File: config.mk
export PLATFORM = sky130hd
export DESIGN_NAME = encoder_status_counter_bank
export DESIGN_NICKNAME = d
export VERILOG_FILES = /design/src/hw/esc_pkg.sv /design/src/hw/encoder_status_counter_bank.sv
export VERILOG_INCLUDE_DIRS = /design/src /design/src/hw
export SDC_FILE = /design/constraint.sdc
export NUM_CORES = 1
export LEC_CHECK = 0
export ABC_AREA = 1
export BUFFER_PORTS_ARGS = -buffer_cell sky130_fd_sc_hd__buf_2
export CAP_MARGIN = 20
export CORE_ASPECT_RATIO = 0.5
export CORE_UTILIZATION = 45
export DETAILED_ROUTE_END_ITERATION = 8
export PLACE_DENSITY_LB_ADDON = 0.05
export SLEW_MARGIN = 25
export SYNTH_ARGS = -nofsm -noshare
export SYNTH_HDL_FRONTEND = slang
export SYNTH_SLANG_ARGS = --single-unit
File: constraint.sdc
create_clock -name clk_sys -period 2.2 [get_ports clk_sys]
set_clock_uncertainty 0.15 [all_clocks]
set_input_delay 0 -clock clk_sys [delete_from_list [all_inputs] [get_ports clk_sys]]
set_output_delay 0 -clock clk_sys [all_outputs]
set_load 0.01 [all_outputs]
File: src/hw/esc_params.svh
// register offsets, field positions, codes and reset values of the encoder bank
`ifndef ESC_PARAMS_SVH
`define ESC_PARAMS_SVH
// byte offsets on the register bus
`define ESC_STAT_OFS 8'h00
`define ESC_POSH_OFS 8'h04
`define ESC_POSL_OFS 8'h08
`define ESC_POSITION_HOLD_OFS 8'h0C
`define ESC_VEL_OFS 8'h10
`define ESC_IDXH_OFS 8'h14
`define ESC_IDXL_OFS 8'h18
`define ESC_IDXHLD_OFS 8'h1C
`define ESC_ICH_OFS 8'h20
// flag index inside the seven-entry flag vector; status bit is 2*index+1
`define ESC_F_GE 6
`define ESC_F_LE 5
`define ESC_F_POSOV 4
`define ESC_F_HOMING 3
`define ESC_F_VELOV 2
`define ESC_F_HOME 1
`define ESC_F_INDEX 0
`define ESC_NFLAG 7
// position init modes that run the homing sequence
`define ESC_MODE_FIRST 3'b011
`define ESC_MODE_SECOND 3'b100
// bus answers and reset values
`define ESC_RESP_OKAY 2'b00
`define ESC_RESP_SLVERR 2'b10
`define ESC_RST16 16'h0000
`define ESC_RST32 32'h0000_0000
`endif

File: src/hw/esc_pkg.sv
// types shared by the encoder status and counter bank
package esc_pkg;
  // decoder events for one clock
  typedef struct packed {
    logic pos_up;
    logic pos_down;
    logic index;
    logic home;
  } enc_evt_t;
  // homing sequence states, one bit changes from IDLE to ARMED to SECOND, both on SECOND back to IDLE
  typedef enum logic [1:0] {
    H_IDLE = 2'b00,
    H_ARMED = 2'b01,
    H_SECOND = 2'b11
  } home_state_t;
endpackage

File: src/hw/encoder_status_counter_bank.sv
// encoder event flags, counters and hold registers behind an axi4-lite slave
`timescale 1ns/1ns
`include "esc_params.svh"

// How it works
// - ge flag set while position >= ge value
// - le flag set while position <= le value
// - position overflow sets its sticky flag
// - homing reload of position sets homing flag
// - homing flag only in modes 011, 100
// - velocity counter overflow sets its flag
// - home event sets home flag
// - index event sets index flag
// - flags hardware set, software cleared, reset zero
// - enable bit below each flag, read/write
// - status bits 15 and 14 read zero
// - position count from high and low words
// - hold register carries position high word
// - sixteen-bit read/write velocity counter
// - index counter with words and hold
// - init value high word register, resets zero
// - mode 011 first, 100 second index loads
module encoder_status_counter_bank
  import esc_pkg::*;
#(
  parameter int VEL_W = 16
)(
  // clock and reset
  input wire logic clk_sys,
  input wire logic nrst,
  // decoder events and outside values
  input wire enc_evt_t enc_evt,
  input wire logic [2:0] position_init_mode,
  input wire logic [31:0] ge_compare_value,
  input wire logic [31:0] le_compare_value,
  input wire logic [15:0] init_capture_low,
  // axi4-lite write channels
  input wire logic [7:0] awaddr,
  input wire logic awvalid,
  output logic awready,
  input wire logic [31:0] wdata,
  input wire logic [3:0] wstrb,
  input wire logic wvalid,
  output logic wready,
  output logic [1:0] bresp,
  output logic bvalid,
  input wire logic bready,
  // axi4-lite read channels
  input wire logic [7:0] araddr,
  input wire logic arvalid,
  output logic arready,
  output logic [31:0] rdata,
  output logic [1:0] rresp,
  output logic rvalid,
  input wire logic rready,
  // interrupt
  output logic irq
);

  // ----------------------------------------
  // elaboration check
  // ----------------------------------------
  if (VEL_W < 2 || VEL_W > 16)
  begin : g_bad_width
    $error("VEL_W must lie in 2..16");
  end

  // ----------------------------------------
  // state
  // ----------------------------------------
  logic [31:0] position_count;
  logic [15:0] position_hold;
  logic [VEL_W-1:0] velocity_count_value;
  logic [31:0] index_count;
  logic [15:0] index_hold;
  logic [15:0] init_capture_high;
  logic [`ESC_NFLAG-1:0] flags;
  logic [`ESC_NFLAG-1:0] irq_en;
  home_state_t hstate;
  logic wr_fire;
  logic rd_fire;
  logic [7:0] wr_addr;
  logic [7:0] rd_addr;
  logic [15:0] stat_word;
  logic [15:0] wr16;
  logic homing_load;
  logic pos_step;
  logic pos_ovf_evt;
  logic vel_ovf_evt;
  logic [`ESC_NFLAG-1:0] next_set;
  logic [`ESC_NFLAG-1:0] rd_clear;
  logic [31:0] next_rdata;
  logic rd_hit;

  // byte lane merge for a 16-bit register
  function automatic logic [15:0] merge16(input logic [15:0] old, input logic [31:0] d,
                                          input logic [3:0] s);
    merge16 = {s[1] ? d[15:8] : old[15:8], s[0] ? d[7:0] : old[7:0]};
  endfunction

  // ----------------------------------------
  // bus strobes
  // ----------------------------------------
  // address and data are taken together, so one fire covers both
  assign wr_fire = awvalid && awready;
  assign rd_fire = arvalid && arready;
  assign wr_addr = awaddr;
  assign wr16 = wdata[15:0];

  // status word, enable sits just below its flag
  always_comb
  begin
    stat_word = `ESC_RST16;
    for (int i = 0; i < `ESC_NFLAG; i++)
    begin
      stat_word[2*i+1] = flags[i];
      stat_word[2*i] = irq_en[i];
    end
    stat_word[15:14] = 2'b00;
  end

  // ----------------------------------------
  // events
  // ----------------------------------------
  // homing load on the chosen index
  assign homing_load = enc_evt.index &&
    ((hstate == H_ARMED && position_init_mode == `ESC_MODE_FIRST) ||
     (hstate == H_SECOND && position_init_mode == `ESC_MODE_SECOND));
  // a step counts only when software or homing does not load the counter
  assign pos_step = !(wr_fire && (wr_addr == `ESC_POSH_OFS || wr_addr == `ESC_POSL_OFS))
    && !homing_load && (enc_evt.pos_up ^ enc_evt.pos_down);
  assign pos_ovf_evt = pos_step &&
    ((enc_evt.pos_up && &position_count) || (enc_evt.pos_down && ~|position_count));
  assign vel_ovf_evt = !(wr_fire && wr_addr == `ESC_VEL_OFS) &&
    ((enc_evt.pos_up && !enc_evt.pos_down && &velocity_count_value) ||
     (enc_evt.pos_down && !enc_evt.pos_up && ~|velocity_count_value));

  always_comb
  begin
    next_set = '0;
    next_set[`ESC_F_GE] = position_count >= ge_compare_value;
    next_set[`ESC_F_LE] = position_count <= le_compare_value;
    next_set[`ESC_F_POSOV] = pos_ovf_evt;
    next_set[`ESC_F_HOMING] = homing_load;
    next_set[`ESC_F_VELOV] = vel_ovf_evt;
    next_set[`ESC_F_HOME] = enc_evt.home;
    next_set[`ESC_F_INDEX] = enc_evt.index;
  end

  assign rd_clear = (rd_fire && araddr == `ESC_STAT_OFS) ? '1 : '0;

  // ----------------------------------------
  // homing sequence
  // ----------------------------------------
  // sequence runs only in modes 011 and 100
  always_ff @(posedge clk_sys or negedge nrst)
  begin
    if (!nrst)
      hstate <= H_IDLE;
    else if (position_init_mode != `ESC_MODE_FIRST && position_init_mode != `ESC_MODE_SECOND)
      hstate <= H_IDLE;
    else
      case (hstate)
        H_IDLE: if (enc_evt.home) hstate <= H_ARMED;
        H_ARMED:
          if (enc_evt.index)
            hstate <= (position_init_mode == `ESC_MODE_SECOND) ? H_SECOND : H_IDLE;
        H_SECOND: if (enc_evt.index) hstate <= H_IDLE;
        default: hstate <= H_IDLE;
      endcase
  end

  // ----------------------------------------
  // flags and enables
  // ----------------------------------------
  // hardware sets, read clears, set wins
  always_ff @(posedge clk_sys or negedge nrst)
  begin
    if (!nrst)
      flags <= '0;
    else
      flags <= (flags & ~rd_clear) | next_set;
  end

  // enables written from even status bits
  always_ff @(posedge clk_sys or negedge nrst)
  begin
    if (!nrst)
      irq_en <= '0;
    else if (wr_fire && wr_addr == `ESC_STAT_OFS)
      for (int i = 0; i < `ESC_NFLAG; i++)
        irq_en[i] <= wstrb[(2*i)/8] ? wdata[2*i] : irq_en[i];
  end

  always_ff @(posedge clk_sys or negedge nrst)
  begin
    if (!nrst)
      irq <= 1'b0;
    else
      irq <= |(flags & irq_en);
  end

  // ----------------------------------------
  // counters
  // ----------------------------------------
  // position words; low write takes hold
  always_ff @(posedge clk_sys or negedge nrst)
  begin
    if (!nrst)
      position_count <= `ESC_RST32;
    else if (wr_fire && wr_addr == `ESC_POSL_OFS)
      position_count <= {position_hold, merge16(position_count[15:0], wdata, wstrb)};
    else if (wr_fire && wr_addr == `ESC_POSH_OFS)
      position_count[31:16] <= merge16(position_count[31:16], wdata, wstrb);
    else if (homing_load)
      position_count <= {init_capture_high, init_capture_low};
    else if (pos_step)
      position_count <= enc_evt.pos_up ? position_count + 32'h0000_0001
                                       : position_count - 32'h0000_0001;
  end

  // hold register; low read latches high
  always_ff @(posedge clk_sys or negedge nrst)
  begin
    if (!nrst)
      position_hold <= `ESC_RST16;
    else if (wr_fire && wr_addr == `ESC_POSITION_HOLD_OFS)
      position_hold <= merge16(position_hold, wdata, wstrb);
    else if (rd_fire && araddr == `ESC_POSL_OFS)
      position_hold <= position_count[31:16];
  end

  always_ff @(posedge clk_sys or negedge nrst)
  begin
    if (!nrst)
      velocity_count_value <= '0;
    else if (wr_fire && wr_addr == `ESC_VEL_OFS)
      velocity_count_value <= VEL_W'(merge16(16'(velocity_count_value), wdata, wstrb));
    else if (enc_evt.pos_up && !enc_evt.pos_down)
      velocity_count_value <= velocity_count_value + VEL_W'(1);
    else if (enc_evt.pos_down && !enc_evt.pos_up)
      velocity_count_value <= velocity_count_value - VEL_W'(1);
  end

  always_ff @(posedge clk_sys or negedge nrst)
  begin
    if (!nrst)
      index_count <= `ESC_RST32;
    else if (wr_fire && wr_addr == `ESC_IDXL_OFS)
      index_count <= {index_hold, merge16(index_count[15:0], wdata, wstrb)};
    else if (wr_fire && wr_addr == `ESC_IDXH_OFS)
      index_count[31:16] <= merge16(index_count[31:16], wdata, wstrb);
    else if (enc_evt.index)
      index_count <= index_count + 32'h0000_0001;
  end

  // index hold; latched on low read
  always_ff @(posedge clk_sys or negedge nrst)
  begin
    if (!nrst)
      index_hold <= `ESC_RST16;
    else if (wr_fire && wr_addr == `ESC_IDXHLD_OFS)
      index_hold <= merge16(index_hold, wdata, wstrb);
    else if (rd_fire && araddr == `ESC_IDXL_OFS)
      index_hold <= index_count[31:16];
  end

  always_ff @(posedge clk_sys or negedge nrst)
  begin
    if (!nrst)
      init_capture_high <= `ESC_RST16;
    else if (wr_fire && wr_addr == `ESC_ICH_OFS)
      init_capture_high <= merge16(init_capture_high, wdata, wstrb);
  end

  // ----------------------------------------
  // axi4-lite slave
  // ----------------------------------------
  // write: ready pulses once both channels are offered
  always_ff @(posedge clk_sys or negedge nrst)
  begin
    if (!nrst)
    begin
      awready <= 1'b0;
      wready <= 1'b0;
      bvalid <= 1'b0;
      bresp <= `ESC_RESP_OKAY;
    end
    else
    begin
      awready <= !awready && awvalid && wvalid && !bvalid;
      wready <= !awready && awvalid && wvalid && !bvalid;
      if (wr_fire)
      begin
        bvalid <= 1'b1;
        bresp <= (wr_addr[1:0] == 2'b00 && wr_addr <= `ESC_ICH_OFS) ? `ESC_RESP_OKAY
                                                                    : `ESC_RESP_SLVERR;
      end
      else if (bready)
        bvalid <= 1'b0;
    end
  end

  // read data mux
  always_comb
  begin
    rd_hit = 1'b1;
    next_rdata = `ESC_RST32;
    case (araddr)
      `ESC_STAT_OFS: next_rdata[15:0] = stat_word;
      `ESC_POSH_OFS: next_rdata[15:0] = position_count[31:16];
      `ESC_POSL_OFS: next_rdata[15:0] = position_count[15:0];
      `ESC_POSITION_HOLD_OFS: next_rdata[15:0] = position_hold;
      `ESC_VEL_OFS: next_rdata[15:0] = 16'(velocity_count_value);
      `ESC_IDXH_OFS: next_rdata[15:0] = index_count[31:16];
      `ESC_IDXL_OFS: next_rdata[15:0] = index_count[15:0];
      `ESC_IDXHLD_OFS: next_rdata[15:0] = index_hold;
      `ESC_ICH_OFS: next_rdata[15:0] = init_capture_high;
      default: rd_hit = 1'b0;
    endcase
  end

  // read: one pulse of arready, data one edge later
  always_ff @(posedge clk_sys or negedge nrst)
  begin
    if (!nrst)
    begin
      arready <= 1'b0;
      rvalid <= 1'b0;
      rdata <= `ESC_RST32;
      rresp <= `ESC_RESP_OKAY;
      rd_addr <= 8'h00;
    end
    else
    begin
      arready <= !arready && arvalid && !rvalid;
      if (rd_fire)
      begin
        rvalid <= 1'b1;
        rdata <= next_rdata;
        rresp <= rd_hit ? `ESC_RESP_OKAY : `ESC_RESP_SLVERR;
        rd_addr <= araddr;
      end
      else if (rready)
        rvalid <= 1'b0;
    end
  end
endmodule // encoder_status_counter_bank

==> run_results.csv, run 1 <==
group,metric,value,unit
finish,drive_gt1_share,20.7,%
worst_setup_path,r2r-start,"position_count[22]",
route,first_pass_iters,6,
floorplanning,core_area,33200,um2
place,dp_hpwl,50.8,mm
route,drc,0,
global_routing,grt_use_total,36.9,%
power_and_ir_drop,cellPowerDensity,1030,nW/um2
worst_setup_path,timing.rr.end,"flags[6]",
synth,yosysTopAreaCell,"dfrtp_1",
finish,area_delta_synth_final,28.6,%
floorplanning,start_util,45.9,%
route,drtAntennaViolNets,0,
place,gp_congestion,1.06,
timing,final-hold-violation-count,0,
worst_setup_path,cp-start-kind,"flip-flop",
route,wl_per_cell,20.1,um
route,vias_per_cell,5.52,
worst_setup_path,ff2ff_path_depth,9,
floorplanning,die_h,132,um
global_routing,grt_pass1_vias,16119,
worst_setup_path,rrSetupSlack,0.05,ns
flow_run,drv_cap,0,
cts,h-tree-depth,4,
route,via_count,17669,
synth,yosysSeqAreaShare,27.4,%
finish,post-route-util,59.1,%
cts,insertion_delay,0.45,ns
place,pre_cts_slack,-0.251,ns
worst_hold_path,min_path_type,"in2reg",
cts,cts_buffer_depth,2,
worst_setup_path,crit_required,2.42,ns
route,wirelength,64.3,mm
place,numPortBuffers,151,
worst_setup_path,cp_max_fo,3,
cts,root_buffer,"clkbuf_16",
timing,fin_crit,2.15,ns
timing,finalCritPeriodShare,97.9,%
synth,yosys_warnings,0,
finish,num-fill-cells,3344,
worst_setup_path,worstSetupPathDepth,9,
power_and_ir_drop,power_leakage,10.3,nW
worst_setup_path,slowest_delay,0.45,ns
cts,cts_sinks,167,
worst_setup_path,worst_path_max_delay_cell,"dfrtp_2",
finish,fin_cells,3202,
global_routing,grt_antenna_before_repair,2,
synth,synthCells,2381,
finish,nNetsFinal,3005,
synth,netlist_top_cells_area,"dfrtp_1 27%, nand2_1 16%, inv_1 9.5%, ha_1 9.1%, o21ai_0 6.5%",
power_and_ir_drop,ir_drop,0.573,mV
power_and_ir_drop,p_total,20.3,mW
floorplanning,die_width,262,um
global_routing,grt-ovfl-total,0,
floorplanning,io_pins,188,
route,drtIter0Drc,1996,
worst_setup_path,crit_path_cell_trace,"buf_4 -> ha_1 -> nand2_2 -> nor3_2 -> nand3_1 -> nor4_2 -> buf_4 -> nand4_1 -> nand4_1",
timing,holdWs,0.00511,ns
timing,layout_setup_ws,0.0460,ns
timing,slew_violations,0,
synth,synth_common_cells,"669 x nand2_1, 386 x inv_1, 199 x o21ai_0",
global_routing,grt_pass1_wl,97.4,mm
synth,synth_edf_count,0,
synth,yosysTopAreaCellShare,27.4,%
worst_hold_path,hp-start,"le_compare_value[31]",
cts,cts_tree,"yes",
worst_setup_path,worstSetupPathType,"reg2reg",
timing,clock.fmax,0.464,GHz
synth,synth.most_common_cell,"nand2_1",
floorplanning,core.rowCount,47,
timing,rsz0062_at_grt,"true",
timing,tns,0,ns
worst_setup_path,crit_end,"flags[6]",
synth,synth-seq-cells,167,
finish,fin_area,19600,um2
floorplanning,die_area,34700,um2
synth,async_reset_ff_share,100,%
synth,avgSynthCellArea,6.41,um2
worst_setup_path,crit_family,"simple AND/OR/NAND/NOR gates",
worst_setup_path,end_kind,"flip-flop",
global_routing,grt_max_degree,43,
cts,path_clk_slew,0.07,ns
synth,synth_top_flop_cell,"dfrtp_1",
worst_setup_path,cp_num_buf_inv,2,
synth,ys_types,57,
cts,cts_buffers,17,
synth,syn_area,15300,um2
timing,finalSetupViolCount,0,
worst_setup_path,cp-startpoint,"position_count[22]",
status,status,"complete, no violations",
worst_setup_path,critPathArrivalTime,2.38,ns
timing,worst_pin_slew,0.595,ns
place,placed_area,17700,um2
timing,max_slew_margin,60.3,%
place,dp_cells,3102,
## state kept, by name, summed over array words and instances (netlist names), 2 cells and up
name,count
index_count,32
position_hold,16
hstate,2
flags,7
position_count,32
init_capture_high,16
index_hold,16
irq_en,7
rdata,16
velocity_count_value,16
## worst min path at each step
stage,cells past startpoint,slack (ns),end
after floorplan,0,-0.45,arready
after global placement,1,-0.20,position_count[29]
after detailed placement,1,-0.19,position_count[29]
after CTS,7,0.002,flags[6]
after global routing,7,0.05,flags[6]
final,8,0.005,flags[5]
## timing repair
item,4_1_cts,5_1_grt
pin swaps,2,30
resized for setup,9,152
setup endpoints to repair,9,50
buffers inserted,0,10
hold buffers,56,0
hold endpoints to repair,271,0
## cells in the final DEF, fill, tap and decap left out, types with 31 or more instances in the layout
| cell | synthesis | layout |
|---|---|---|
| nand2_1 | 669 | 632 |
| inv_1 | 386 | 381 |
| buf_4 | 26 | 192 |
| o21ai_0 | 199 | 188 |
| dfrtp_1 | 167 | 154 |
| a21oi_1 | 171 | 151 |
| buf_2 | 20 | 150 |
| nor2_1 | 157 | 139 |
| nand3_1 | 124 | 112 |
| ha_1 | 111 | 86 |
| dlygate4sd3_1 | 0 | 55 |
| o22ai_1 | 47 | 47 |
| nand2_2 | 8 | 43 |
| o21ai_1 | 29 | 38 |
| nand4_1 | 38 | 38 |
| nor3_1 | 34 | 31 |
| xor2_1 | 31 | 31 |
## tightest hold or removal path, stage by stage
cell and delay, ns:
buf_2 0.10, inv_1 0.05, ha_1 0.14, a21oi_1 0.04, o211ai_1 0.08, a21oi_1 0.04
nand2_1 0.05, nand3_1 0.06
## final cells by class
type,count,area (um2),area share [%]
Inverter,402,1520,7.76
Timing Repair Buffer,404,2870,14.6
Antenna cell,2,5.00,0.0255
Clock inverter,14,164,0.835
Multi-Input combinational cell,1754,9880,50.3
Sequential cell,167,4200,21.4
Tap cell,441,552,2.81
Clock buffer,18,439,2.24
## cell families (layout without fill, tap and decap cells)
family	Yosys count	in the layout	synth area share (%)
AND/OR/NAND/NOR	1064	1064	29.6
XOR/XNOR	36	36	2.07
flip-flops	167	167	27.4
other	1	20	0.0246
adder cells (fa/ha/maj)	113	113	9.36
AO/OA/AOI/OAI	523	523	18.9
buffers and inverters	477	838	12.7
## per-layer routing
metal | part of all wire [%] | global-route usage, %
met1 | 46 | 55.4
met2 | 41 | 53.9
met3 | 10 | 6.82
met4 | 2.6 | 9.80
met5 | 0 | 0
## where the power goes
group          internal [mW]  switching (mW)
Combinational           5.11            7.46
Clock                   1.74            1.47
Sequential              3.69           0.823
Total                   10.5            9.75
Note: power is estimated with default switching activity, not from simulation.
==> inputs of run 2 (changes only) <==
SETUP_SLACK_MARGIN = 0.5   (was unset)
==> run 2 against run 1 <==
The run now ends with negative hold slack left. Critical path type unchanged. Non-clock buffer count up 81. Global-route usage rose by 1.9 points. Combinational power grew 27%.
==> run_results.csv, run 2 (synthesized netlist as in run 1, its figures left out) <==
group,metric,value,unit
timing,finalCritPeriodShare,98.8,%
worst_setup_path,slowest_delay,0.41,ns
cts,cts_buffers,17,
timing,rsz0062_at_grt,"true",
timing,max_slew_margin,54.7,%
floorplanning,core.rowCount,47,
place,dp_cells,3063,
floorplanning,die_h,132,um
timing,worst_pin_slew,0.676,ns
route,first_pass_iters,8,
cts,h-tree-depth,4,
timing,finalSetupViolCount,0,
status,status,"complete, but fails checks",
route,drtAntennaViolNets,0,
route,vias_per_cell,5.73,
route,wirelength,70.4,mm
cts,cts_buffer_depth,2,
power_and_ir_drop,power_leakage,11.4,nW
worst_setup_path,critPathArrivalTime,2.35,ns
finish,mostFrequentLayoutCells,"529 x nand2_1, 347 x inv_1, 178 x buf_4",
status,violations,"negative hold slack",
global_routing,grt-ovfl-total,0,
timing,slew_violations,0,
power_and_ir_drop,cellPowerDensity,1050,nW/um2
power_and_ir_drop,clockPowerShare,14.9,%
finish,top_regs,"index_count (32), position_count (32)",
route,via_count,18856,
cts,cts_sinks,167,
floorplanning,io_pins,188,
worst_hold_path,min_path_type,"in2reg",
route,drtIter0Drc,2197,
place,numPortBuffers,151,
worst_setup_path,worst_path_max_delay_cell,"dfrtp_1",
cts,cts_tree,"yes",
timing,holdWs,-0.0150,ns
global_routing,grt_pass1_vias,17118,
finish,fin_cells,3290,
floorplanning,die_width,262,um
flow_run,drv_cap,0,
cts,path_clk_slew,0.08,ns
finish,drive_gt1_share,36.1,%
global_routing,grt_use_total,38.9,%
finish,layout_commonest_cell,"nand2_1",
floorplanning,start_util,45.9,%
cts,root_buffer,"clkbuf_16",
floorplanning,core_area,33200,um2
place,gp_congestion,1.05,
floorplanning,die_area,34700,um2
timing,clock.fmax,0.460,GHz
route,drc,0,
finish,num-fill-cells,2761,
timing,final-hold-violation-count,7,
worst_setup_path,cp-start-kind,"flip-flop",
global_routing,grt_max_degree,51,
global_routing,grt_pass1_wl,103,mm
power_and_ir_drop,seqPwrFrac,19.4,%
power_and_ir_drop,ir_drop,0.803,mV
worst_setup_path,end_kind,"flip-flop",
timing,fin_crit,2.17,ns
worst_setup_path,worstSetupPathType,"reg2reg",
worst_setup_path,crit_required,2.38,ns
power_and_ir_drop,power.internal,12.8,mW
worst_setup_path,crit_path_cell_trace,"buf_6 -> ha_4 -> nand2_2 -> nand2_2 -> inv_1 -> nand2_4 -> a21oi_2 -> nand2_4 -> buf_6 -> xor2_2 -> o21bai_1 -> a21oi_1",
finish,nNetsFinal,3091,
finish,post-route-util,69.7,%
worst_setup_path,cp_max_fo,4,
finish,area_delta_synth_final,51.7,%
global_routing,grt_antenna_before_repair,0,
cts,insertion_delay,0.45,ns
route,wl_per_cell,21.4,um
power_and_ir_drop,power_frac_comb,65.7,%
power_and_ir_drop,switching_share,47.4,%
place,dp_hpwl,50.5,mm
power_and_ir_drop,power_switching,11.5,mW
run 2: cell types whose count changed in the layout (fill, tap and decap cells not counted), moves of 28 or more:
cell,before,now
nand2_1,632,529
buf_6,1,71
nand2_2,43,111
o21ai_0,188,125
a21oi_1,151,95
a21oi_2,21,64
o21ai_1,38,77
inv_1,381,347
ha_1,86,56
nand2_4,5,34
ha_4,24,52
run 2: through the flow:
step                area [um2]  worst slack, ns  TNS, ns  power, mW
CTS                      21400           0.0405        0       21.4
global route             23100          -0.0301   -0.130       25.7
floorplan                15500            0.237        0       10.7
detailed placement       17500           -0.109    -1.23       15.1
finish                   23200           0.0262        0       24.3
global placement         17500           -0.107    -1.26       15.0
run 2: timing repair:
| item | in CTS | in global routing |
|---|---|---|
| buffers inserted | 78 | 46 |
| gates cloned | 12 | 3 |
| endpoints found under the hold margin | 263 | 0 |
| setup endpoints to repair | 117 | 129 |
| gates resized for setup | 453 | 351 |
| hold buffers | 52 | 0 |
| pin swaps | 121 | 168 |
run 2: cell type report:
type,count,area [um2],area share [%]
multi-input combinational,1757,11900,51.5
sequential,167,4220,18.2
timing repair buffer,485,4120,17.8
inverter,402,1620,7.01
tap,441,552,2.38
clock buffer,17,425,1.84
clock inverter,15,267,1.15
timing repair inverter,2,12.5,0.0540
antenna,4,10.0,0.0432
run 2: final timing paths:
path / from / to / slack, ns / cells after the start
setup / recovery: position_count[14] / position_count[15] / 0.03 / 12
hold / removal: awaddr[4] / init_capture_high[8] / -0.02 / 4
setup reg to reg: position_count[14] / position_count[15] / 0.03 / 12
hold reg to reg: arready / arready / 0.29 / 1
max in group asynchronous: nrst / index_count[0] / 0.67 / 4
min in group asynchronous: nrst / position_count[31] / 0.51 / 3
run 2: worst max-delay path, delay by kind of cell, from the launching register on:
kind | cells | cell delay, ns
and+or+nand+nor | 4 | 0.30
buffers and inverters | 3 | 0.36
DFF | 1 | 0.41
xor gates and xnor gates | 1 | 0.14
adders and majority gates | 1 | 0.27
AOI/OAI and AO/OA | 3 | 0.42
run 2: metal layers:
layer / wire (um) / track usage [%]
met5: 0 / 0
met4: 2580 / 14.3
met3: 8030 / 8.87
met2: 29400 / 56.6
met1: 30400 / 55.9
run 2: power groups by stage:
stage / clock network, mW / logic (mW) / registers [mW]
floorplan: 0 / 6.31 / 4.39
global placement: 0 / 10.5 / 4.55
detailed placement: 0 / 10.5 / 4.54
CTS: 3.62 / 13.2 / 4.61
global route: 3.74 / 17.2 / 4.75
finish: 3.63 / 16.0 / 4.72
